===== src/verilog/rbc_pkg.sv =====
// Purpose: Shared constants and types of the reset and security register bank
// Assumes: 20 MHz always-on core clock, APB with 32-bit data
// Notes:   Printed offsets are word indices; byte address is index times four
package rbc_pkg;

  // ==========================================================================
  // Clock and timing
  localparam int unsigned CLK_HZ   = 20_000_000;
  localparam int unsigned CLK_MHZ  = CLK_HZ / 1_000_000;
  localparam int unsigned DLY0_US  = 3000;
  localparam int unsigned DLY1_US  = 11000;
  localparam int unsigned DLY2_US  = 51000;
  localparam int unsigned DLY3_US  = 101000;
  localparam int unsigned DLY0_CYC = DLY0_US * CLK_MHZ;
  localparam int unsigned DLY1_CYC = DLY1_US * CLK_MHZ;
  localparam int unsigned DLY2_CYC = DLY2_US * CLK_MHZ;
  localparam int unsigned DLY3_CYC = DLY3_US * CLK_MHZ;
  localparam int unsigned CNT_W    = 21;

  // ==========================================================================
  // Bus geometry and register indices
  localparam int unsigned ADDR_W   = 18;
  localparam logic [15:0] RST_CTL_IDX = 16'h4006;
  localparam logic [15:0] LINK_IDX    = 16'h4007;
  localparam logic [15:0] KEY_IDX     = 16'h4008;
  localparam logic [15:0] SCR_IDX     = 16'h4009;
  localparam logic [15:0] PTR_IDX     = 16'h400C;
  localparam logic [15:0] WIN_IDX     = 16'h400D;

  // ==========================================================================
  // Field positions
  localparam int unsigned RC_RELOAD_BIT = 15;
  localparam int unsigned RC_SCOPE_BIT  = 10;
  localparam int unsigned RC_AUX_BIT    = 6;
  localparam int unsigned RC_MASK_BIT   = 5;
  localparam int unsigned RC_RSTLVL_BIT = 4;
  localparam int unsigned RC_DLY_LSB    = 0;
  localparam int unsigned LC_STEP_BIT   = 2;

  // ==========================================================================
  // Reset values and masks
  localparam logic [15:0] RST_CTL_RST   = 16'h8473;
  localparam logic [15:0] RST_CTL_WMASK = 16'h8473;
  localparam logic [15:0] SCOPE_MASK    = 16'h0400;
  localparam logic [15:0] LINK_RST      = 16'h0004;
  localparam logic [15:0] LINK_WMASK    = 16'h0004;
  localparam logic [15:0] KEY_RST       = 16'h0000;
  localparam logic [15:0] SCR_RST       = 16'h0000;
  localparam logic [15:0] PTR_RST       = 16'h4006;
  localparam logic [15:0] UNLOCK_KEY    = 16'h9716;

  // ==========================================================================
  // Carriers
  typedef struct packed {
    logic              psel;
    logic              penable;
    logic              pwrite;
    logic [ADDR_W-1:0] paddr;
    logic [31:0]       pwdata;
  } rbc_apb_req_t;

  typedef struct packed {
    logic [31:0] prdata;
    logic        pready;
    logic        pslverr;
  } rbc_apb_rsp_t;

  typedef struct packed {
    logic aux_lvl;
    logic ext_mask;
    logic rst_lvl;
  } rbc_sleep_cfg_t;

  // ==========================================================================
  // Module state
  typedef struct packed {
    logic [15:0] rst_ctl;
    logic [15:0] link_ctl;
    logic [15:0] key;
    logic [15:0] scratch;
    logic [15:0] ptr;
    logic [31:0] rdata;
    logic        slverr;
    logic        reload;
  } rbc_state_t;

  localparam rbc_state_t ST_RST = '{rst_ctl: RST_CTL_RST, link_ctl: LINK_RST,
                                    key: KEY_RST, scratch: SCR_RST,
                                    ptr: PTR_RST, rdata: 32'h0000_0000,
                                    slverr: 1'b0, reload: 1'b0};

  typedef struct packed {
    logic [CNT_W-1:0] cnt;
  } rbc_tmr_state_t;

  typedef struct packed {
    logic sync1;
    logic sync2;
    logic rst_n;
    logic aux;
    logic ext_req;
  } rbc_slp_state_t;

endpackage


===== src/verilog/rbc_release_timer.sv =====
// Purpose: Holds reset asserted for the chosen delay after WAKE
// Assumes: start_i is a one-cycle pulse from the core clock domain
// Notes:   A new start reloads the count, so the latest sequence wins
`timescale 1ns/1ps
module rbc_release_timer #(
  parameter int unsigned D0_CYC = rbc_pkg::DLY0_CYC,
  parameter int unsigned D1_CYC = rbc_pkg::DLY1_CYC,
  parameter int unsigned D2_CYC = rbc_pkg::DLY2_CYC,
  parameter int unsigned D3_CYC = rbc_pkg::DLY3_CYC
) (
  // Clock and reset
  input  wire logic       core_clk_i,
  input  wire logic       resetn_i,
  input  wire logic       ce_i,
  // Control
  input  wire logic       start_i,
  input  wire logic [1:0] sel_i,
  output logic            hold_o
);
  import rbc_pkg::*;

  rbc_tmr_state_t q;
  rbc_tmr_state_t d;
  logic [CNT_W-1:0] load;

  // ==========================================================================
  // Countdown
  always_comb begin
    case (sel_i)
      2'b00:   load = CNT_W'(D0_CYC);
      2'b01:   load = CNT_W'(D1_CYC);
      2'b10:   load = CNT_W'(D2_CYC);
      default: load = CNT_W'(D3_CYC);
    endcase
    d = q;
    if (start_i) begin
      d.cnt = load;
    end else if (q.cnt != '0) begin
      d.cnt = q.cnt - CNT_W'(1);
    end
  end

  always_ff @(posedge core_clk_i or negedge resetn_i) begin
    if (!resetn_i) begin
      q <= '0;
    end else if (ce_i) begin
      q <= d;
    end
  end

  assign hold_o = (q.cnt != '0);
endmodule


===== src/verilog/rbc_sleep_pins.sv =====
// Purpose: Drives reset pins in SLEEP and filters the external reset pin
// Assumes: ext_reset_n_i is asynchronous to the core clock
// Notes:   Outputs are registered: pin drives lag their causes by one cycle, the external request lags its pin by three
`timescale 1ns/1ps
module rbc_sleep_pins (
  // Clock and reset
  input  wire logic                    core_clk_i,
  input  wire logic                    resetn_i,
  input  wire logic                    ce_i,
  // Control
  input  wire logic                    sleep_i,
  input  wire logic                    hold_i,
  input  wire rbc_pkg::rbc_sleep_cfg_t cfg_i,
  // Pins
  input  wire logic                    ext_reset_n_i,
  output logic                         reset_n_o,
  output logic                         aux_reset_o,
  output logic                         ext_reset_req_o
);
  import rbc_pkg::*;

  rbc_slp_state_t q;
  rbc_slp_state_t d;

  // ==========================================================================
  // Pin logic
  always_comb begin
    d = q;
    d.sync1   = ext_reset_n_i;
    d.sync2   = q.sync1;
    d.rst_n   = !(hold_i || (sleep_i && cfg_i.rst_lvl));
    d.aux     = hold_i || (sleep_i && cfg_i.aux_lvl);
    d.ext_req = !q.sync2 && !(sleep_i && cfg_i.ext_mask);
  end

  // Pin released high at reset so the synchroniser starts idle
  always_ff @(posedge core_clk_i or negedge resetn_i) begin
    if (!resetn_i) begin
      q <= '{sync1: 1'b1, sync2: 1'b1, rst_n: 1'b0, aux: 1'b1, ext_req: 1'b0};
    end else if (ce_i) begin
      q <= d;
    end
  end

  assign reset_n_o       = q.rst_n;
  assign aux_reset_o     = q.aux;
  assign ext_reset_req_o = q.ext_req;
endmodule


===== src/verilog/rbc_regs.sv =====
// Purpose: Reset behaviour, key, link and scratch registers behind APB
// Assumes: Power-state strobes come from logic on the core clock
// Notes:   Zero-wait APB slave; read data captured in the setup cycle
//
// Summary of operation
// - Reload boot data on ON if enabled
// - Soft reset clears map unless scope set
// - Aux reset level in sleep from bit
// - Ignore external reset in sleep if masked
// - Reset pin low in sleep if bit set
// - Hold reset for chosen delay after wake
// - Key 9716h unlocks protected reset fields
// - Window pointer steps when auto-increment set
// - Free scratch word kept through backup
//
// Chosen here: the APB register port.
`timescale 1ns/1ps
module rbc_regs #(
  parameter int unsigned D0_CYC = rbc_pkg::DLY0_CYC,
  parameter int unsigned D1_CYC = rbc_pkg::DLY1_CYC,
  parameter int unsigned D2_CYC = rbc_pkg::DLY2_CYC,
  parameter int unsigned D3_CYC = rbc_pkg::DLY3_CYC
) (
  // Clock and reset
  input  wire logic                  core_clk_i,
  input  wire logic                  resetn_i,
  input  wire logic                  ce_i,
  // APB slave
  input  wire rbc_pkg::rbc_apb_req_t apb_req_i,
  output rbc_pkg::rbc_apb_rsp_t      apb_rsp_o,
  // Power-state events
  input  wire logic                  sleep_i,
  input  wire logic                  on_transition_i,
  input  wire logic                  on_wake_done_i,
  input  wire logic                  soft_reset_i,
  // Pins
  input  wire logic                  ext_reset_n_i,
  output logic                       reset_n_o,
  output logic                       aux_reset_o,
  output logic                       ext_reset_req_o,
  // Core controls
  output logic                       boot_reload_o,
  output logic                       address_step_enable_o
);
  import rbc_pkg::*;

  rbc_state_t     q;
  rbc_state_t     d;
  rbc_sleep_cfg_t slp_cfg;
  logic [15:0]    idx;
  logic [15:0]    eff;
  logic           win;
  logic           setup;
  logic           access;
  logic           unlocked;
  logic           step_en;
  logic           hold;
  logic [16:0]    rd;

  // ==========================================================================
  // Decode
  // Bit 16 of the result marks a mapped index; clear means refuse
  function automatic logic [16:0] read_reg(rbc_state_t s, logic [15:0] i);
    case (i)
      RST_CTL_IDX: read_reg = {1'b1, s.rst_ctl};
      LINK_IDX:    read_reg = {1'b1, s.link_ctl};
      KEY_IDX:     read_reg = {1'b1, s.key};
      SCR_IDX:     read_reg = {1'b1, s.scratch};
      PTR_IDX:     read_reg = {1'b1, s.ptr};
      default:     read_reg = {1'b0, 16'h0000};
    endcase
  endfunction

  assign idx      = apb_req_i.paddr[ADDR_W-1:2];
  assign win      = (idx == WIN_IDX);
  assign eff      = win ? q.ptr : idx;
  assign setup    = apb_req_i.psel && !apb_req_i.penable;
  assign access   = apb_req_i.psel && apb_req_i.penable;
  assign unlocked = (q.key == UNLOCK_KEY);
  assign step_en  = q.link_ctl[LC_STEP_BIT];
  assign rd       = read_reg(q, eff);

  // ==========================================================================
  // Next state
  always_comb begin
    d = q;
    // Recomputed each cycle, so the pulse lasts exactly as long as the strobe is held
    d.reload = on_transition_i && q.rst_ctl[RC_RELOAD_BIT];
    if (setup) begin
      d.rdata  = {16'h0000, rd[15:0]};
      d.slverr = !rd[16] || (apb_req_i.paddr[1:0] != 2'b00);
    end
    // Window access moves the pointer if stepping is on; a pointer write below overrides it
    if (access && win && !q.slverr && step_en) begin
      d.ptr = q.ptr + 16'h0001;
    end
    if (access && apb_req_i.pwrite && !q.slverr) begin
      case (eff)
        RST_CTL_IDX: begin
          if (unlocked) begin
            d.rst_ctl = apb_req_i.pwdata[15:0] & RST_CTL_WMASK;
          end else begin
            // Scope bit stays writable without the key
            d.rst_ctl = (q.rst_ctl & ~SCOPE_MASK) |
                        (apb_req_i.pwdata[15:0] & SCOPE_MASK);
          end
        end
        LINK_IDX: d.link_ctl = apb_req_i.pwdata[15:0] & LINK_WMASK;
        KEY_IDX:  d.key      = apb_req_i.pwdata[15:0];
        SCR_IDX:  d.scratch  = apb_req_i.pwdata[15:0];
        PTR_IDX:  d.ptr      = apb_req_i.pwdata[15:0];
        default:  d.ptr      = d.ptr;
      endcase
    end
    // Soft reset beats a same-cycle bus write; scratch lives on always-on
    if (soft_reset_i && !q.rst_ctl[RC_SCOPE_BIT]) begin
      d.rst_ctl  = RST_CTL_RST;
      d.link_ctl = LINK_RST;
      d.key      = KEY_RST;
      d.ptr      = PTR_RST;
    end
  end

  always_ff @(posedge core_clk_i or negedge resetn_i) begin
    if (!resetn_i) begin
      q <= ST_RST;
    end else if (ce_i) begin
      q <= d;
    end
  end

  // ==========================================================================
  // Outputs
  // Ready follows the enable so a frozen block never finishes a transfer
  assign apb_rsp_o = '{prdata:  q.rdata,
                       pready:  ce_i,
                       pslverr: q.slverr};
  assign boot_reload_o     = q.reload;
  assign address_step_enable_o = step_en;

  // Sleep configuration handed on as one carrier
  assign slp_cfg = '{aux_lvl:  q.rst_ctl[RC_AUX_BIT],
                     ext_mask: q.rst_ctl[RC_MASK_BIT],
                     rst_lvl:  q.rst_ctl[RC_RSTLVL_BIT]};

  // ==========================================================================
  // Reset release and pins
  // Every wake strobe restarts the delay; the latest one wins
  rbc_release_timer #(
    .D0_CYC (D0_CYC),
    .D1_CYC (D1_CYC),
    .D2_CYC (D2_CYC),
    .D3_CYC (D3_CYC)
  ) u_timer (
    .core_clk_i (core_clk_i),
    .resetn_i   (resetn_i),
    .ce_i       (ce_i),
    .start_i    (on_wake_done_i),
    .sel_i      (q.rst_ctl[RC_DLY_LSB +: 2]),
    .hold_o     (hold)
  );

  rbc_sleep_pins u_pins (
    .core_clk_i      (core_clk_i),
    .resetn_i        (resetn_i),
    .ce_i            (ce_i),
    .sleep_i         (sleep_i),
    .hold_i          (hold),
    .cfg_i           (slp_cfg),
    .ext_reset_n_i   (ext_reset_n_i),
    .reset_n_o       (reset_n_o),
    .aux_reset_o     (aux_reset_o),
    .ext_reset_req_o (ext_reset_req_o)
  );
endmodule


===== config.mk =====
export PLATFORM = sky130hd
export DESIGN_NAME = rbc_regs
export DESIGN_NICKNAME = d
export VERILOG_FILES = /design/src/verilog/rbc_pkg.sv /design/src/verilog/rbc_release_timer.sv /design/src/verilog/rbc_sleep_pins.sv /design/src/verilog/rbc_regs.sv
export SDC_FILE = /design/constraint.sdc
export NUM_CORES = 1
export LEC_CHECK = 0
export ABC_AREA = 1
export BUFFER_PORTS_ARGS = -buffer_cell sky130_fd_sc_hd__buf_2
export CORE_MARGIN = 2
export CORE_UTILIZATION = 45
export DETAILED_ROUTE_END_ITERATION = 12
export HOLD_SLACK_MARGIN = 0.15
export PLACE_DENSITY = 0.68
export SLEW_MARGIN = 10
export SYNTH_ARGS = -nofsm -noshare
export SYNTH_HDL_FRONTEND = slang
export SYNTH_HIERARCHICAL = 1
export SYNTH_SLANG_ARGS = --single-unit

===== constraint.sdc =====
create_clock -name core_clk_i -period 2.2 [get_ports core_clk_i]
set_input_delay 0.11 -clock core_clk_i [delete_from_list [all_inputs] [get_ports core_clk_i]]
set_output_delay 0.11 -clock core_clk_i [all_outputs]
set_load 0.02 [all_outputs]

==> flow_summary.json, run 1 <==
{
  "status": "completed",
  "syn2layout_area_growth_pct": 21.1,
  "vias_per_cell": 5.11,
  "rsz0062_at_grt": "yes",
  "arrival_ns": 2.40,
  "via_count": 6514,
  "min_path_cells": 5,
  "gr-total-overflow": 0,
  "hold_end": "q[72]$_DFFE_PN0P_",
  "reg2reg_setup_slack_ns": 0.06,
  "cp_slowest_cell": "dfstp_2",
  "start_util_pct": 46.0,
  "cts_tree": "done",
  "fin_skew_ns": 0.0124,
  "final.min_clock_period_ns": 2.14,
  "final_core_util_pct": 55.8,
  "p_leak_nw": 4.28,
  "drt_iter0_drc": 487,
  "io_buffers": 67,
  "netlist_area_sq_mm": 0.00667,
  "cts-root-buf": "clkbuf_16",
  "die_width_um": 126,
  "syn_avg_cell_area_sq_um": 6.84,
  "io_pins": 100,
  "gp_congestion": 0.905,
  "critical_path.max_fanout": 5,
  "clockBufferDepth": 2,
  "path_class": "register to register",
  "worstMarginPinSlew_ns": 0.855,
  "dr.pass1.iters": 7,
  "setup_viol": 0,
  "grt_max_degree": 64,
  "drive_above_1_share_pct": 20.1,
  "top_register": "q",
  "synth.most_common_cell": "nand2_1",
  "largest_reg_flops": 55,
  "wl_per_cell_um": 15.2,
  "clock_latency_ns": 0.37,
  "h-tree-depth": 3,
  "ys.flop_type": "dfrtp_1",
  "end_kind": "register",
  "wl_mm": 19.4,
  "antenna_left": 0,
  "async_reset_ff_share_pct": 100,
  "drc": 0,
  "slew_headroom_pct": 42.8,
  "total_power_mw": 4.81,
  "antenna_found_initial": 0,
  "rows": 44,
  "cp_cell_sequence": "inv_2 -> nor2_4 -> nand2_2 -> nor2_2 -> nor2_1 -> nor2_1 -> nand2_2 -> nor2_4 -> buf_6 -> nand3_4 -> nor2_4 -> buf_6 -> nand2_2 -> nand3_1 -> nand2_1",
  "synth_area_leaders": "dfrtp_1, nand2_1, nand3_1",
  "grt_pass1_wl_mm": 31.0,
  "regToRegStartpoint": "q[48]$_DFFE_PN1P_",
  "peakVddDrop_uv": 421,
  "yosys-top-cells-count": "nand2_1, nand3_1, nor2_1, dfrtp_1, inv_1",
  "p_per_area_mw_per_mm2": 596,
  "hp-class": "input pin to register",
  "fin_crit_sh_pct": 97.1,
  "critPathTopFamily": "simple AND/OR/NAND/NOR gates",
  "fmax_mhz": 468,
  "cp_slowest_stage_delay_ns": 0.55,
  "cts_buffers": 9,
  "cap_viol_max_count": 0,
  "gr-usage-all-layers_pct": 24.7,
  "grt_pass1_vias": 6185,
  "min_from": "soft_reset_i",
  "synth_cell_types": 38,
  "crit_path_start_kind": "register",
  "nets": 1158,
  "slew_violations": 0,
  "clkTransAtPathRegs_ns": 0.08,
  "ys_ff_latch": 100,
  "synth_top_area_share_pct": 32.3,
  "design.die.area_sq_mm": 0.0158,
  "crit_required_ns": 2.46,
  "cp.buffers_inverters": 3,
  "yosysTopAreaCell": "dfrtp_1",
  "synth_edf_count": 0,
  "seq_area_frac_synth_pct": 37.8,
  "ys_warn_count": 6,
  "core-area_sq_mm": 0.0145,
  "clock_sinks": 100,
  "syn-instance-count": 974,
  "hpwl_mm": 14.0,
  "n_antenna_cell": 0,
  "timing.rr.end": "q[46]$_DFFE_PN0P_",
  "hold_violations": 0,
  "r2r_cells": 15,
  "die_h_um": 126
}
==> worst reg2reg max path: stages (launching register included) <==
cell,delay [ns]
dfstp_2,0.55
inv_2,0.05
nor2_4,0.09
nand2_2,0.05
nor2_2,0.11
nor2_1,0.05
nor2_1,0.11
nand2_2,0.10
nor2_4,0.17
buf_6,0.13
nand3_4,0.08
nor2_4,0.14
buf_6,0.15
nand2_2,0.07
nand3_1,0.10
nand2_1,0.06
==> worst max path at each step <==
stage / from / to / slack, ns / cells after the start
2_1_floorplan: q[48]$_DFFE_PN1P_ / q[71]$_DFFE_PN0P_ / 0.15 / 16
3_3_place_gp: q[48]$_DFFE_PN1P_ / apb_rsp_o[9]$_DFFE_PN0P_ / 0.004 / 14
3_5_place_dp: q[48]$_DFFE_PN1P_ / apb_rsp_o[9]$_DFFE_PN0P_ / -0.05 / 14
4_1_cts: q[48]$_DFFE_PN1P_ / q[43]$_DFFE_PN0P_ / 0.03 / 14
5_1_grt: q[48]$_DFFE_PN1P_ / q[40]$_DFFE_PN0P_ / -0.10 / 15
6_report: q[48]$_DFFE_PN1P_ / q[46]$_DFFE_PN0P_ / 0.06 / 15
==> cell families (layout without fill, tap and decap cells) <==
family	Yosys count	in the layout	synth area share (%)
simple gates	647	648	43.3
buf+inv	149	251	11.1
flops	100	100	37.8
compound gates	58	58	4.71
fa+ha+maj	10	10	1.88
xor+xnor	9	9	1.18
other cells	1	16	0.0563
==> cells in the final DEF (no fill, tap or decap), drive strengths merged, types with 3 or more instances in the layout <==
cell type	count
clkinv	7
xor2	8
inv	90
conb	16
nor3	12
or2	6
nor4	3
buf	117
nand4	30
dfrtp	86
clkbuf	11
ha	10
nor2	106
a21oi	9
dlygate4sd3	25
dfstp	14
nand3	124
nand2	364
o21ai	46
==> per-stage QoR <==
step | setup TNS (ns) | instances | setup WS [ns] | hold slack [ns] | instance area (sq um)
final | 0 | 1276 | 0.0643 | 0.241 | 8070
after global routing | -1.54 | 1276 | -0.103 | 0.257 | 8070
after CTS | 0 | 1267 | 0.0287 | 0.223 | 7860
after detailed placement | -0.146 | 1226 | -0.0535 | -0.0901 | 7280
after global placement | 0 | 1226 | 0.00407 | -0.0871 | 7280
after floorplan | 0 | 989 | 0.147 | -0.186 | 6720
==> power by group <==
group | leakage (nW) | switching (mW) | total, mW | internal [mW]
Clock | 0.160 | 0.816 | 1.74 | 0.924
Combinational | 2.82 | 0.635 | 0.995 | 0.360
Sequential | 1.30 | 0.114 | 2.07 | 1.96
==> layout make-up <==
class | count | area, sq um
repair inverters | 1 | 5.00
flip-flops and latches | 100 | 2520
fillers | 1400 | 6410
clock buffers | 9 | 225
repair buffers | 144 | 1070
well taps | 184 | 230
multi-input cells | 741 | 3570
inverters | 90 | 348
clock inverters | 7 | 103
==> what timing repair did <==
| item | CTS | global route |
|---|---|---|
| pin swaps | 0 | 4 |
| buffers inserted | 0 | 3 |
| resized for setup | 2 | 28 |
| hold endpoints to repair | 141 | 0 |
| gates cloned | 0 | 6 |
| hold buffers | 25 | 0 |
| endpoints found under the setup margin | 11 | 71 |
==> metal layers <==
layer	global-route usage [%]	routed length (um)
met1	31.0	8180
met2	42.6	9770
met3	4.33	955
met4	8.95	521
met5	0	0
Power figures use the tool's default switching activity.
==> inputs of run 2 (changes only) <==
--- a/config.mk
+++ b/config.mk
@@ -5,13 +5,12 @@
 export SDC_FILE = /design/constraint.sdc
 export NUM_CORES = 1
 export LEC_CHECK = 0
-export ABC_AREA = 1
 export BUFFER_PORTS_ARGS = -buffer_cell sky130_fd_sc_hd__buf_2
 export CORE_MARGIN = 2
 export CORE_UTILIZATION = 45
 export DETAILED_ROUTE_END_ITERATION = 12
 export HOLD_SLACK_MARGIN = 0.15
-export PLACE_DENSITY = 0.68
+export PLACE_DENSITY = 0.69
 export SLEW_MARGIN = 10
 export SYNTH_ARGS = -nofsm -noshare
 export SYNTH_HDL_FRONTEND = slang
==> run 2 against run 1 <==
  * The run now ends with negative setup slack left
  * Clock power fell by 10%
  * Maximum frequency down 6.5%
  * Synthesized cell count down 35%
  * Sequential share of layout area grew 1.5 points
  * Critical endpoint is now apb_rsp_o[7]$_DFFE_PN0P_
==> flow_summary.json, run 2 <==
{
  "status": "finished, violations left",
  "violations": "negative setup slack",
  "fin_crit_sh_pct": 104,
  "synth.most_common_cell": "dfrtp_1",
  "vias_per_cell": 6.16,
  "rsz0062_at_grt": "yes",
  "clockBufferDepth": 2,
  "n_antenna_cell": 0,
  "power_frac_seq_pct": 44.7,
  "fin_area_sq_mm": 0.00770,
  "hpwl_mm": 13.0,
  "fin_skew_ns": 0.00740,
  "hp-class": "input pin to register",
  "slew_headroom_pct": 54.6,
  "yosysTopAreaCell": "dfrtp_1",
  "synth_edf_count": 0,
  "grt_max_degree": 49,
  "cts-root-buf": "clkbuf_16",
  "largest_reg_flops": 55,
  "combPwrFrac_pct": 23.9,
  "io_buffers": 67,
  "cts_buffers": 9,
  "path_class": "register to register",
  "clock_sinks": 100,
  "top_register": "q",
  "h-tree-depth": 3,
  "swShare_pct": 32.7,
  "end_kind": "register",
  "die_width_um": 120,
  "clkTransAtPathRegs_ns": 0.07,
  "core-area_sq_mm": 0.0132,
  "nets": 835,
  "ys_warn_count": 6,
  "post_dp_cell_area_sq_mm": 0.00683,
  "drive_above_1_share_pct": 32.4,
  "dr.pass1.iters": 5,
  "setup_viol": 25,
  "design.die.area_sq_mm": 0.0144,
  "final_cell_mix": "dfrtp_1, nand2_1, buf_2",
  "netlist_area_sq_mm": 0.00605,
  "ys.flop_type": "dfrtp_1",
  "clock_latency_ns": 0.36,
  "grt_pass1_wl_mm": 28.8,
  "p_leak_nw": 3.39,
  "gr-usage-all-layers_pct": 25.5,
  "final.min_clock_period_ns": 2.28,
  "critical_path.max_fanout": 3,
  "synth_top_area_share_pct": 35.6,
  "seq_area_frac_synth_pct": 41.7,
  "slew_violations": 0,
  "gp_congestion": 0.940,
  "io_pins": 100,
  "total_power_mw": 4.95,
  "cap_viol_max_count": 0,
  "power.switching_mw": 1.62,
  "rows": 42,
  "peakVddDrop_uv": 346,
  "fin_ws_ns": -0.0830,
  "crit_path_start_kind": "register",
  "yosys-top-cells-count": "dfrtp_1, nand2_1, nor2_1, buf_4, o21ai_0",
  "antenna_left": 0,
  "die_h_um": 120,
  "internal_power_mw": 3.33,
  "syn2layout_area_growth_pct": 27.4,
  "wl_mm": 18.7,
  "crit_required_ns": 2.47,
  "grt_pass1_vias": 5611,
  "gr-total-overflow": 0,
  "cts_tree": "done",
  "synth_area_leaders": "dfrtp_1, dfstp_2, nand2_1",
  "syn-instance-count": 633,
  "synth_cell_types": 84,
  "tns_ns": -1.26,
  "fmax_mhz": 438,
  "drc": 0,
  "arrival_ns": 2.55,
  "fillCellCount": 1117,
  "drt_iter0_drc": 577,
  "async_reset_ff_share_pct": 100,
  "clkPwrFrac_pct": 31.4,
  "antenna_found_initial": 0,
  "p_per_area_mw_per_mm2": 643,
  "mostFrequentLayoutCell": "dfrtp_1",
  "wl_per_cell_um": 19.8,
  "start_util_pct": 45.9,
  "syn_avg_cell_area_sq_um": 9.56,
  "hold_violations": 0,
  "worstMarginPinSlew_ns": 0.680,
  "via_count": 5824,
  "ys_ff_latch": 100
}
run 2: cell types whose count changed in the layout (fill, tap and decap cells not counted), sizes merged, moves of 17 or more:
cell | previous run | this run
buf | 117 | 140
a22o | 0 | 17
mux2 | 0 | 23
nand3 | 124 | 22
inv | 90 | 16
a22oi | 0 | 20
nand2 | 364 | 76
nor2 | 106 | 35
nand4 | 30 | 11
run 2: per-layer routing:
layer	track usage, %	routed length, um	up-vias
li1	-	-	2605
met1	34.5	7660	2839
met2	40.2	9030	327
met3	4.23	1370	53
met4	11.3	631	0
met5	0	0	-
run 2: final cells by class:
type | count | area (sq um) | area share (%)
sequential | 100 | 2520 | 32.7
inverter | 15 | 56.3 | 0.731
clock inverter | 7 | 57.6 | 0.747
timing repair buffer | 165 | 1200 | 15.5
tap | 176 | 220 | 2.86
clock buffer | 9 | 225 | 2.92
multi-input combinational | 473 | 3430 | 44.5
run 2: stage by stage:
stage | utilization (%) | setup slack, ns | hold slack (ns) | cells
global route | 58.4 | -0.146 | 0.242 | 945
finish | 58.4 | -0.0830 | 0.211 | 945
global placement | 51.7 | -0.0641 | 0.176 | 892
floorplan | - | -0.126 | -0.186 | 648
detailed placement | 51.7 | -0.105 | 0.173 | 892
CTS | 56.5 | -0.0406 | 0.177 | 937
run 2: power groups by stage:
stage | combinational [mW] | clock, mW | sequential [mW]
2_1_floorplan | 0.588 | 0 | 2.24
3_3_place_gp | 1.01 | 0 | 2.22
3_5_place_dp | 1.05 | 0 | 2.23
4_1_cts | 1.10 | 1.58 | 2.20
5_1_grt | 1.28 | 1.65 | 2.24
6_report | 1.18 | 1.56 | 2.21
run 2: worst paths after layout:
kind	from	endpoint	slack, ns	cells after the start
worst min-delay path	on_wake_done_i	u_timer/q[17]$_DFFE_PN0P_	0.21	2
worst max-delay path	q[36]$_DFFE_PN1P_	apb_rsp_o[7]$_DFFE_PN0P_	-0.08	6
min in group asynchronous	resetn_i	u_timer/q[0]$_DFFE_PN0P_	0.31	2
worst min register to register	apb_rsp_o[12]$_DFFE_PN0P_	apb_rsp_o[12]$_DFFE_PN0P_	0.48	2
max in group asynchronous	resetn_i	apb_rsp_o[10]$_DFFE_PN0P_	1.11	3
worst max register to register	q[36]$_DFFE_PN1P_	apb_rsp_o[7]$_DFFE_PN0P_	-0.08	6
run 2: cells by family after synthesis:
family / share of synthesized area, %
simple gates: 21.6
mux: 6.56
flops: 41.7
buf+inv: 7.20
fa+ha+maj: 2.07
other cells: 0.0620
compound gates: 20.9
run 2: worst max-delay path: stages, from the launching register on:
cell and delay [ns]:
dfstp_2 0.38, or4bb_4 0.55, o41ai_4 0.33, nand2b_1 0.19, nor3_1 0.37, a222oi_1 0.19
o21ai_0 0.18
run 2: what timing repair did:
item	4_1_cts	5_1_grt
resized for setup	12	60
cloned	1	3
hold endpoints to repair	99	0
pin swaps	13	4
buffers inserted	3	5
hold buffers	25	0
endpoints found under the setup margin	61	84
